`src/core/uedb_pkg.sv`:
```
// Shared constants and types of the endpoint descriptor block
`default_nettype none
package uedb_pkg;
    //////////////////////////////////////////////////////////////////////
    // Endpoint range and directions
    localparam int NUM_DIR = 2;
    localparam int NUM_EP = 8;
    localparam int EP_FIRST = 1;
    localparam logic DIR_OUT = 1'b0;
    localparam logic DIR_IN = 1'b1;
    //////////////////////////////////////////////////////////////////////
    // Offsets inside one 8-byte descriptor entry (register index)
    localparam logic [2:0] OFF_CNF = 3'h0;
    localparam logic [2:0] OFF_BBX = 3'h1;
    localparam logic [2:0] OFF_BCTX = 3'h2;
    localparam logic [2:0] OFF_SPARE_A = 3'h3;
    localparam logic [2:0] OFF_SPARE_B = 3'h4;
    localparam logic [2:0] OFF_BBY = 3'h5;
    localparam logic [2:0] OFF_BCTY = 3'h6;
    localparam logic [2:0] OFF_SIZ = 3'h7;
    //////////////////////////////////////////////////////////////////////
    // Configuration byte fields
    localparam int CNF_MGR_EN = 7;
    localparam int CNF_ISO = 6;
    localparam int CNF_TOGGLE = 5;
    localparam int CNF_DOUBLE_BUFFER_ENABLE = 4;
    localparam int CNF_STALL = 3;
    localparam int CNF_IRQ_EN = 2;
    localparam logic [7:0] CNF_WMASK = 8'hFC;
    localparam logic [7:0] SIZ_WMASK = 8'h7F;
    localparam int BCT_NAK = 7;
    localparam logic [7:0] RST_BYTE = 8'h00;
    localparam logic [6:0] COUNT_MAX = 7'h40;
    localparam logic [2:0] BASE_PAD = 3'h0;
    //////////////////////////////////////////////////////////////////////
    // APB map: byte address is four times the register index
    localparam int ADDR_W = 12;
    localparam logic [1:0] PAGE_DESC = 2'h0;
    localparam logic [7:0] IDX_IRQ_STATUS = 8'h80;
    localparam logic [7:0] IDX_IRQ_MASK = 8'h81;
    localparam int IRQ_W = 16;
    localparam logic [31:0] RD_ZERO = 32'h0000_0000;
    //////////////////////////////////////////////////////////////////////
    // Handshake answer for the buffer manager
    typedef enum logic [1:0] {
        HS_NONE = 2'h0,
        HS_ACK = 2'h1,
        HS_NAK = 2'h3,
        HS_STALL = 2'h2
    } uedb_hs_t;
endpackage
`default_nettype wire

```
`src/core/uedb_rst_sync.sv`:
```
// Reset release synchroniser for the descriptor block
`timescale 1ns/10ps
`default_nettype none
module uedb_rst_sync (
    // Clock and raw reset
    input wire logic clk_sys,
    input wire logic rst_b,
    // Synchronised reset
    output logic rst_sync_b
);
    logic meta_b;

    // Assert at once, release two edges later
    always_ff @(posedge clk_sys or negedge rst_b) begin
        if (!rst_b) begin
            meta_b <= 1'b0;
            rst_sync_b <= 1'b0;
        end else begin
            meta_b <= 1'b1;
            rst_sync_b <= meta_b;
        end
    end
endmodule // uedb_rst_sync
`default_nettype wire

```
`src/core/uedb_irq.sv`:
```
// Sticky interrupt status with mask and one level output
`timescale 1ns/10ps
`default_nettype none
module uedb_irq (
    // Clock and reset
    input wire logic clk_sys,
    input wire logic rst_sync_b,
    // Events and software access
    input wire logic [uedb_pkg::IRQ_W-1:0] event_set,
    input wire logic status_we,
    input wire logic mask_we,
    input wire logic [uedb_pkg::IRQ_W-1:0] wdata,
    input wire logic [uedb_pkg::IRQ_W-1:0] wlanes,
    // State
    output logic [uedb_pkg::IRQ_W-1:0] status_reg,
    output logic [uedb_pkg::IRQ_W-1:0] mask_reg,
    output logic irq
);
    logic [uedb_pkg::IRQ_W-1:0] clear_bits;

    assign clear_bits = status_we ? (wdata & wlanes) : '0;

    // Set beats a same-cycle write-one-to-clear
    always_ff @(posedge clk_sys or negedge rst_sync_b) begin
        if (!rst_sync_b) begin
            status_reg <= '0;
        end else begin
            status_reg <= (status_reg & ~clear_bits) | event_set;
        end
    end

    always_ff @(posedge clk_sys or negedge rst_sync_b) begin
        if (!rst_sync_b) begin
            mask_reg <= '0;
        end else if (mask_we) begin
            mask_reg <= (mask_reg & ~wlanes) | (wdata & wlanes);
        end
    end

    assign irq = |(status_reg & mask_reg);
endmodule // uedb_irq
`default_nettype wire

```
`src/core/uedb_top.sv`:
```
// Descriptor store for USB endpoints 1 to 7 with APB and manager ports
////////////////////////////////////////////////////////////////////////////
////////////////////////////////////////////////////////////////////////////
//
// Added by the designer: the placing of the registers and the APB slave port.
`timescale 1ns/10ps
`default_nettype none
module uedb_top (
    // System
    input wire logic clk_sys,
    input wire logic rst_b,
    // APB slave
    input wire logic psel,
    input wire logic penable,
    input wire logic pwrite,
    input wire logic [uedb_pkg::ADDR_W-1:0] paddr,
    input wire logic [31:0] pwdata,
    input wire logic [3:0] pstrb,
    output logic [31:0] prdata,
    output logic pready,
    output logic pslverr,
    // Buffer manager lookup
    input wire logic bm_req,
    input wire logic bm_dir,
    input wire logic [2:0] bm_ep,
    output logic bm_rsp_valid,
    output logic [1:0] bm_handshake,
    output logic bm_use_y,
    output logic bm_toggle,
    output logic [10:0] bm_start_addr,
    output logic [6:0] bm_count,
    output logic [6:0] bm_size,
    // Buffer manager completion
    input wire logic bm_done,
    input wire logic bm_done_dir,
    input wire logic [2:0] bm_done_ep,
    input wire logic bm_done_ok,
    input wire logic [6:0] bm_rx_count,
    // Buffer manager stall request
    input wire logic bm_stall_set,
    input wire logic [2:0] bm_stall_ep,
    // Interrupt
    output logic irq
);
    ////////////////////////////////////////////////////////////////////////
    // Decode helpers
    function automatic logic ep_hit(input logic dir, input logic [2:0] ep,
                                    input int d, input int e);
        return (dir == 1'(d)) && (ep == 3'(e));
    endfunction

    function automatic logic pick_y(input logic [7:0] cnf);
        return cnf[uedb_pkg::CNF_DOUBLE_BUFFER_ENABLE] & cnf[uedb_pkg::CNF_TOGGLE];
    endfunction

    function automatic logic [6:0] clamp_cnt(input logic [6:0] c);
        return (c > uedb_pkg::COUNT_MAX) ? uedb_pkg::COUNT_MAX : c;
    endfunction

    ////////////////////////////////////////////////////////////////////////
    // Reset release
    logic rst_sync_b;

    uedb_rst_sync u_rst (
        .clk_sys(clk_sys),
        .rst_b(rst_b),
        .rst_sync_b(rst_sync_b)
    );

    ////////////////////////////////////////////////////////////////////////
    // Descriptor storage, indexed [direction][endpoint]
    logic [7:0] cnf_reg [uedb_pkg::NUM_DIR][uedb_pkg::NUM_EP];
    logic [7:0] bbx_reg [uedb_pkg::NUM_DIR][uedb_pkg::NUM_EP];
    logic [7:0] bctx_reg [uedb_pkg::NUM_DIR][uedb_pkg::NUM_EP];
    logic [7:0] bby_reg [uedb_pkg::NUM_DIR][uedb_pkg::NUM_EP];
    logic [7:0] bcty_reg [uedb_pkg::NUM_DIR][uedb_pkg::NUM_EP];
    logic [7:0] siz_reg [uedb_pkg::NUM_DIR][uedb_pkg::NUM_EP];
    logic [uedb_pkg::IRQ_W-1:0] irq_event;

    ////////////////////////////////////////////////////////////////////////
    // APB address decode
    logic [7:0] a_idx;
    logic a_dir;
    logic [2:0] a_ep;
    logic [2:0] a_off;
    logic page_ok;
    logic desc_ok;
    logic stat_sel;
    logic mask_sel;
    logic addr_ok;
    logic apb_access;
    logic apb_wr;
    logic desc_wr;
    logic [7:0] pw_byte;

    assign a_idx = paddr[9:2];
    assign a_dir = a_idx[6];
    assign a_ep = a_idx[5:3];
    assign a_off = a_idx[2:0];
    assign page_ok = (paddr[11:10] == uedb_pkg::PAGE_DESC);
    // Spare slots and endpoint 0 answer with an error
    assign desc_ok = page_ok && !a_idx[7] && (a_ep != 3'h0)
                     && (a_off != uedb_pkg::OFF_SPARE_A)
                     && (a_off != uedb_pkg::OFF_SPARE_B);
    assign stat_sel = page_ok && (a_idx == uedb_pkg::IDX_IRQ_STATUS);
    assign mask_sel = page_ok && (a_idx == uedb_pkg::IDX_IRQ_MASK);
    assign addr_ok = desc_ok || stat_sel || mask_sel;
    assign apb_access = psel && penable;
    assign apb_wr = apb_access && pwrite && addr_ok;
    assign desc_wr = apb_wr && desc_ok && pstrb[0];
    assign pw_byte = pwdata[7:0];

    // Zero wait states; error only on unmapped words
    assign pready = 1'b1;
    assign pslverr = apb_access && !addr_ok;

    ////////////////////////////////////////////////////////////////////////
    // Per-entry update logic
    for (genvar d = 0; d < uedb_pkg::NUM_DIR; d++) begin : g_dir
        for (genvar e = 0; e < uedb_pkg::NUM_EP; e++) begin : g_ep
            localparam bit LIVE = (e >= uedb_pkg::EP_FIRST);
            localparam bit IS_IN = (d == 1);
            logic wr_sel;
            logic done_hit;
            logic stall_hit;
            logic y_now;

            assign wr_sel = LIVE && desc_wr && ep_hit(a_dir, a_ep, d, e);
            assign done_hit = LIVE && bm_done && bm_done_ok
                              && ep_hit(bm_done_dir, bm_done_ep, d, e);
            assign stall_hit = LIVE && IS_IN && bm_stall_set
                               && (bm_stall_ep == 3'(e));
            assign y_now = pick_y(cnf_reg[d][e]);

            // Configuration: toggle and stall updates beat software
            always_ff @(posedge clk_sys or negedge rst_sync_b) begin
                if (!rst_sync_b) begin
                    cnf_reg[d][e] <= uedb_pkg::RST_BYTE;
                end else begin
                    if (wr_sel && a_off == uedb_pkg::OFF_CNF) begin
                        // Isochronous bit stored as written
                        cnf_reg[d][e] <= pw_byte & uedb_pkg::CNF_WMASK;
                    end
                    if (done_hit) begin
                        cnf_reg[d][e][uedb_pkg::CNF_TOGGLE] <=
                            ~cnf_reg[d][e][uedb_pkg::CNF_TOGGLE];
                    end
                    if (stall_hit) begin
                        cnf_reg[d][e][uedb_pkg::CNF_STALL] <= 1'b1;
                    end
                end
            end

            // Base addresses: software only
            always_ff @(posedge clk_sys or negedge rst_sync_b) begin
                if (!rst_sync_b) begin
                    bbx_reg[d][e] <= uedb_pkg::RST_BYTE;
                    bby_reg[d][e] <= uedb_pkg::RST_BYTE;
                end else if (wr_sel) begin
                    if (a_off == uedb_pkg::OFF_BBX) begin
                        bbx_reg[d][e] <= pw_byte;
                    end
                    if (a_off == uedb_pkg::OFF_BBY) begin
                        bby_reg[d][e] <= pw_byte;
                    end
                end
            end

            // Shared X/Y size, top bit kept zero
            always_ff @(posedge clk_sys or negedge rst_sync_b) begin
                if (!rst_sync_b) begin
                    siz_reg[d][e] <= uedb_pkg::RST_BYTE;
                end else if (wr_sel && a_off == uedb_pkg::OFF_SIZ) begin
                    siz_reg[d][e] <= pw_byte & uedb_pkg::SIZ_WMASK;
                end
            end

            // Byte counts and NAK flags of the X buffer
            always_ff @(posedge clk_sys or negedge rst_sync_b) begin
                if (!rst_sync_b) begin
                    bctx_reg[d][e] <= uedb_pkg::RST_BYTE;
                end else begin
                    if (wr_sel && a_off == uedb_pkg::OFF_BCTX) begin
                        bctx_reg[d][e] <= pw_byte;
                    end
                    if (done_hit && !y_now && !IS_IN) begin
                        bctx_reg[d][e] <= {1'b1, clamp_cnt(bm_rx_count)};
                    end
                    if (done_hit && !y_now && IS_IN) begin
                        bctx_reg[d][e][uedb_pkg::BCT_NAK] <= 1'b1;
                    end
                end
            end

            // Byte counts and NAK flags of the Y buffer
            always_ff @(posedge clk_sys or negedge rst_sync_b) begin
                if (!rst_sync_b) begin
                    bcty_reg[d][e] <= uedb_pkg::RST_BYTE;
                end else begin
                    if (wr_sel && a_off == uedb_pkg::OFF_BCTY) begin
                        bcty_reg[d][e] <= pw_byte;
                    end
                    if (done_hit && y_now && !IS_IN) begin
                        bcty_reg[d][e] <= {1'b1, clamp_cnt(bm_rx_count)};
                    end
                    if (done_hit && y_now && IS_IN) begin
                        bcty_reg[d][e][uedb_pkg::BCT_NAK] <= 1'b1;
                    end
                end
            end

            // Completion interrupt only when enabled
            assign irq_event[d * uedb_pkg::NUM_EP + e] =
                done_hit && cnf_reg[d][e][uedb_pkg::CNF_IRQ_EN];
        end
    end

    ////////////////////////////////////////////////////////////////////////
    // Interrupt status and mask
    logic [uedb_pkg::IRQ_W-1:0] irq_status;
    logic [uedb_pkg::IRQ_W-1:0] irq_mask;
    logic [uedb_pkg::IRQ_W-1:0] irq_lanes;

    assign irq_lanes = {{8{pstrb[1]}}, {8{pstrb[0]}}};

    uedb_irq u_irq (
        .clk_sys(clk_sys),
        .rst_sync_b(rst_sync_b),
        .event_set(irq_event),
        .status_we(apb_wr && stat_sel),
        .mask_we(apb_wr && mask_sel),
        .wdata(pwdata[uedb_pkg::IRQ_W-1:0]),
        .wlanes(irq_lanes),
        .status_reg(irq_status),
        .mask_reg(irq_mask),
        .irq(irq)
    );

    ////////////////////////////////////////////////////////////////////////
    // APB read data, captured in the setup cycle
    logic [7:0] rd_byte;

    always_comb begin
        case (a_off)
            uedb_pkg::OFF_CNF: rd_byte = cnf_reg[a_dir][a_ep];
            uedb_pkg::OFF_BBX: rd_byte = bbx_reg[a_dir][a_ep];
            uedb_pkg::OFF_BCTX: rd_byte = bctx_reg[a_dir][a_ep];
            uedb_pkg::OFF_BBY: rd_byte = bby_reg[a_dir][a_ep];
            uedb_pkg::OFF_BCTY: rd_byte = bcty_reg[a_dir][a_ep];
            uedb_pkg::OFF_SIZ: rd_byte = siz_reg[a_dir][a_ep];
            default: rd_byte = uedb_pkg::RST_BYTE;
        endcase
    end

    // A manager update in the setup cycle lands after the snapshot
    always_ff @(posedge clk_sys or negedge rst_sync_b) begin
        if (!rst_sync_b) begin
            prdata <= uedb_pkg::RD_ZERO;
        end else if (psel && !penable && !pwrite) begin
            if (desc_ok) begin
                prdata <= {24'h00_0000, rd_byte};
            end else if (stat_sel) begin
                prdata <= {16'h0000, irq_status};
            end else if (mask_sel) begin
                prdata <= {16'h0000, irq_mask};
            end else begin
                prdata <= uedb_pkg::RD_ZERO;
            end
        end
    end

    ////////////////////////////////////////////////////////////////////////
    // Buffer manager lookup
    logic [7:0] lk_cnf;
    logic lk_y;
    logic [7:0] lk_bct;
    logic [7:0] lk_base;
    logic lk_live;
    uedb_pkg::uedb_hs_t lk_hs;

    assign lk_cnf = cnf_reg[bm_dir][bm_ep];
    assign lk_y = pick_y(lk_cnf);
    assign lk_bct = lk_y ? bcty_reg[bm_dir][bm_ep] : bctx_reg[bm_dir][bm_ep];
    assign lk_base = lk_y ? bby_reg[bm_dir][bm_ep] : bbx_reg[bm_dir][bm_ep];
    assign lk_live = (bm_ep != 3'h0);

    // Disabled endpoint gets no answer; stall outranks NAK
    always_comb begin
        if (!lk_live || !lk_cnf[uedb_pkg::CNF_MGR_EN]) begin
            lk_hs = uedb_pkg::HS_NONE;
        end else if (lk_cnf[uedb_pkg::CNF_STALL]) begin
            lk_hs = uedb_pkg::HS_STALL;
        end else if (lk_bct[uedb_pkg::BCT_NAK]) begin
            lk_hs = uedb_pkg::HS_NAK;
        end else begin
            lk_hs = uedb_pkg::HS_ACK;
        end
    end

    always_ff @(posedge clk_sys or negedge rst_sync_b) begin
        if (!rst_sync_b) begin
            bm_rsp_valid <= 1'b0;
        end else begin
            bm_rsp_valid <= bm_req;
        end
    end

    always_ff @(posedge clk_sys or negedge rst_sync_b) begin
        if (!rst_sync_b) begin
            bm_handshake <= uedb_pkg::HS_NONE;
            bm_use_y <= 1'b0;
            bm_toggle <= 1'b0;
            bm_start_addr <= '0;
            bm_count <= '0;
            bm_size <= '0;
        end else if (bm_req) begin
            bm_handshake <= lk_hs;
            bm_use_y <= lk_y;
            bm_toggle <= lk_cnf[uedb_pkg::CNF_TOGGLE];
            bm_start_addr <= {lk_base, uedb_pkg::BASE_PAD};
            bm_count <= clamp_cnt(lk_bct[6:0]);
            bm_size <= clamp_cnt(siz_reg[bm_dir][bm_ep][6:0]);
        end
    end
endmodule // uedb_top
`default_nettype wire

```
`config.mk`:
```
export PLATFORM = sky130hd
export DESIGN_NAME = uedb_top
export DESIGN_NICKNAME = d
export VERILOG_FILES = /design/src/core/uedb_pkg.sv /design/src/core/uedb_rst_sync.sv /design/src/core/uedb_irq.sv /design/src/core/uedb_top.sv
export SDC_FILE = /design/constraint.sdc
export NUM_CORES = 2
export LEC_CHECK = 0
export BUFFER_PORTS_ARGS = -buffer_cell sky130_fd_sc_hd__buf_2
export CAP_MARGIN = 30
export CELL_PAD_IN_SITES_DETAIL_PLACEMENT = 0
export CELL_PAD_IN_SITES_GLOBAL_PLACEMENT = 1
export CORE_MARGIN = 5
export CORE_UTILIZATION = 43
export DETAILED_ROUTE_END_ITERATION = 7
export PLACE_DENSITY_LB_ADDON = 0.1
export SETUP_SLACK_MARGIN = 0.2
export SYNTH_ARGS = -nofsm -noshare
export SYNTH_HDL_FRONTEND = slang
export SYNTH_HIERARCHICAL = 1
export SYNTH_SLANG_ARGS = --single-unit
```
`constraint.sdc`:
```
create_clock -name clk_sys -period 20.1 [get_ports clk_sys]
set_input_delay 4.02 -clock clk_sys [delete_from_list [all_inputs] [get_ports clk_sys]]
set_output_delay 4.02 -clock clk_sys [all_outputs]
set_load 0.02 [all_outputs]
```
==> metrics.cfg <==
[outcome]
status=complete, no violations

[global_route]
grt_max_degree=133
grt_pass1_wl_microns=202900
grt-ovfl-total=0
grt_usage_pct=27.71
antenna_found_initial=2
grt_pass1_vias=28769

[clock_tree]
cts_tree=built
cts_buffers=85
cts_root_buf=clkbuf_16
htreeDepth=3
clk_pin_slew_worst_paths_ps=50
holdBufCountCts=0
cts_max_path_buffers=3
post_cts_buffers=0
cts_sinks=707
clock_latency_ps=660
cts_resized=0

[final_layout]
layout.cells.non_filler=4417
drive_above_1_share_pct=37.26
final_nets=3237
fin_area_sq_um=44060
nFillCells=8083
area_growth_pct=11.48
fin_util_pct=48.21

[logic_synthesis]
avgSynthCellArea_sq_um=12.54
ys_ff_latch=707
synth_top_area_cell=dfrtp_1
ys.warnings.count=6
synth.distinct_cells=69
synth_top_area_share_pct=44.77
synth.most_common_cell=dfrtp_1
yosysSeqAreaShare_pct=44.77
synth_edf_count=0
synthTopCellsByCount=dfrtp_1, mux2_2, mux4_2
syn_area_sq_um=39520
async_flop_share_pct=100.0
syn_inst=3152
synth_area_leaders=dfrtp_1, mux2_2, mux4_2, mux2i_1, nand2_1
synth_ff_type=dfrtp_1

[sta]
slew_viol_final=0
worst_slack_ps=9706
setup_viol=0
fmax_mhz=96.21
fin_skew_ps=25.41
hold_violations=0
relSlewSlack_pct=26.68
tns_ps=0
holdWs_ps=346.7
worst_slew_pin_slew_ps=1100
grt_setup_unrepaired=false
fin_crit_sh_pct=51.71
layout_min_cycle_time_ps=10390

[floorplan]
die_area_sq_um=98070
core.rowCount=111
fp.dieW_microns=313.2
initial_core_util_pct=43.24
coreArea_sq_um=91390
boundaryPins=140
die_h_microns=313.2

[place]
io_buffers=99
dpl.hpwl_microns=89340
dp_cells=4257
gp_congestion=0.8660
placed_area_sq_um=41150
preCtsSetupSlack_ps=9644

[drt]
post-route-drc-count=0
postRouteAntennaNets=0
dr_total_vias=28112
routed_wl_microns=138000
first_pass_iters=5
wl_per_cell_microns=31.24
drt-initial-drc-count=2467
via_per_inst=6.365

[worst_setup_path]
cp_max_fo=53
cp-start-kind=input pin
critPathKind=input pin to output pin
worstPathRequired_ps=16080
crit_arrival_ps=6370
crit_path_end_kind=output pin
critPathSlowestCell=nand4_1
max_stage_delay_ps=710
crit_path_cell_trace=buf_8 -> or2_1 -> nor3_1 -> nand4_1 -> and4_1 -> buf_2

[power]
p_per_area_nw_per_um2=77.99
p_total_mw=3.436
p_leak_nw=20.24
vdd_ir_drop_max_mv=0.04931

[worst_hold_path]
worstHoldPathType=flop to flop

[job]
cap_violations=0

## path summary, 6_finish.rpt
check / from / endpoint / slack (ps) / cells after the start
max: paddr[6] / pslverr / 9710 / 6
min: u_rst/meta_b / u_rst/rst_sync_b / 350 / 0
max reg2reg: u_rst/rst_sync_b / siz_reg[19] / 17000 / 4
min reg2reg: u_rst/meta_b / u_rst/rst_sync_b / 350 / 0
max in group asynchronous: rst_b / u_rst/rst_sync_b / 16840 / 1
min in group asynchronous: u_rst/rst_sync_b / bctx_reg[9] / 380 / 0
## layer usage
metal | routed length (microns) | vias to the layer above | track usage (%)
met4 | 4793 | 0 | 9.312
met5 | 0 | - | 0
met3 | 10120 | 222 | 5.309
met1 | 60850 | 14892 | 39.99
li1 | - | 11923 | -
met2 | 62210 | 1075 | 42.36
## area by class of cell
type                       instances  area [sq um]  share of cell area, %
multi-input combinational       2152         20550                  46.63
timing repair buffer             190          1425                  3.235
sequential                       707         17700                  40.17
antenna                            2         5.005                0.01136
clock buffer                     124          2475                  5.617
inverter                          26         97.59                 0.2215
clock inverter                    30         329.1                 0.7469
tap                             1186          1484                  3.368
## worst max-delay path: cells and delay by family
family	cells	cell delay (ps)
and+or+nand+nor	4	1930
buffers and inverters	2	390
## layout by cell type, fill, tap and decap left out, drive strengths merged, types with 11 or more instances in the layout
cell type / Yosys / layout
dfrtp: 707 / 707
mux2: 537 / 537
nand2: 288 / 288
mux4: 242 / 242
mux2i: 241 / 241
buf: 131 / 190
o21ai: 172 / 172
clkbuf: 156 / 124
nor2: 98 / 98
a21oi: 79 / 79
nand3: 72 / 72
a221oi: 53 / 53
o2bb2ai: 29 / 29
inv: 25 / 29
nor3: 27 / 27
a22oi: 25 / 25
o211ai: 24 / 24
conb: 3 / 23
a211oi: 22 / 22
clkinv: 1 / 20
nor2b: 18 / 18
nand4: 17 / 17
nand2b: 17 / 17
a211o: 17 / 17
a21o: 16 / 16
nor4: 15 / 15
and3: 12 / 12
a31oi: 12 / 12
nand3b: 11 / 11
## cell families (layout without fill, tap and decap cells)
group / after synthesis / in the layout / share of synthesized area (%)
other: 3 / 25 / 0.02849
AO/OA/AOI/OAI: 511 / 511 / 8.621
buffers and inverters: 313 / 370 / 3.578
multiplexers: 1020 / 1020 / 35.29
flip-flops: 707 / 707 / 44.77
AND/OR/NAND/NOR: 598 / 598 / 7.713
## power breakdown
group / switching [mW] / internal (mW) / total (mW)
combinational: 0.231 / 0.125 / 0.356
clock: 0.637 / 0.930 / 1.57
sequential: 0.0453 / 1.47 / 1.51
total: 0.913 / 2.52 / 3.44
Power figures use the tool's default switching activity.
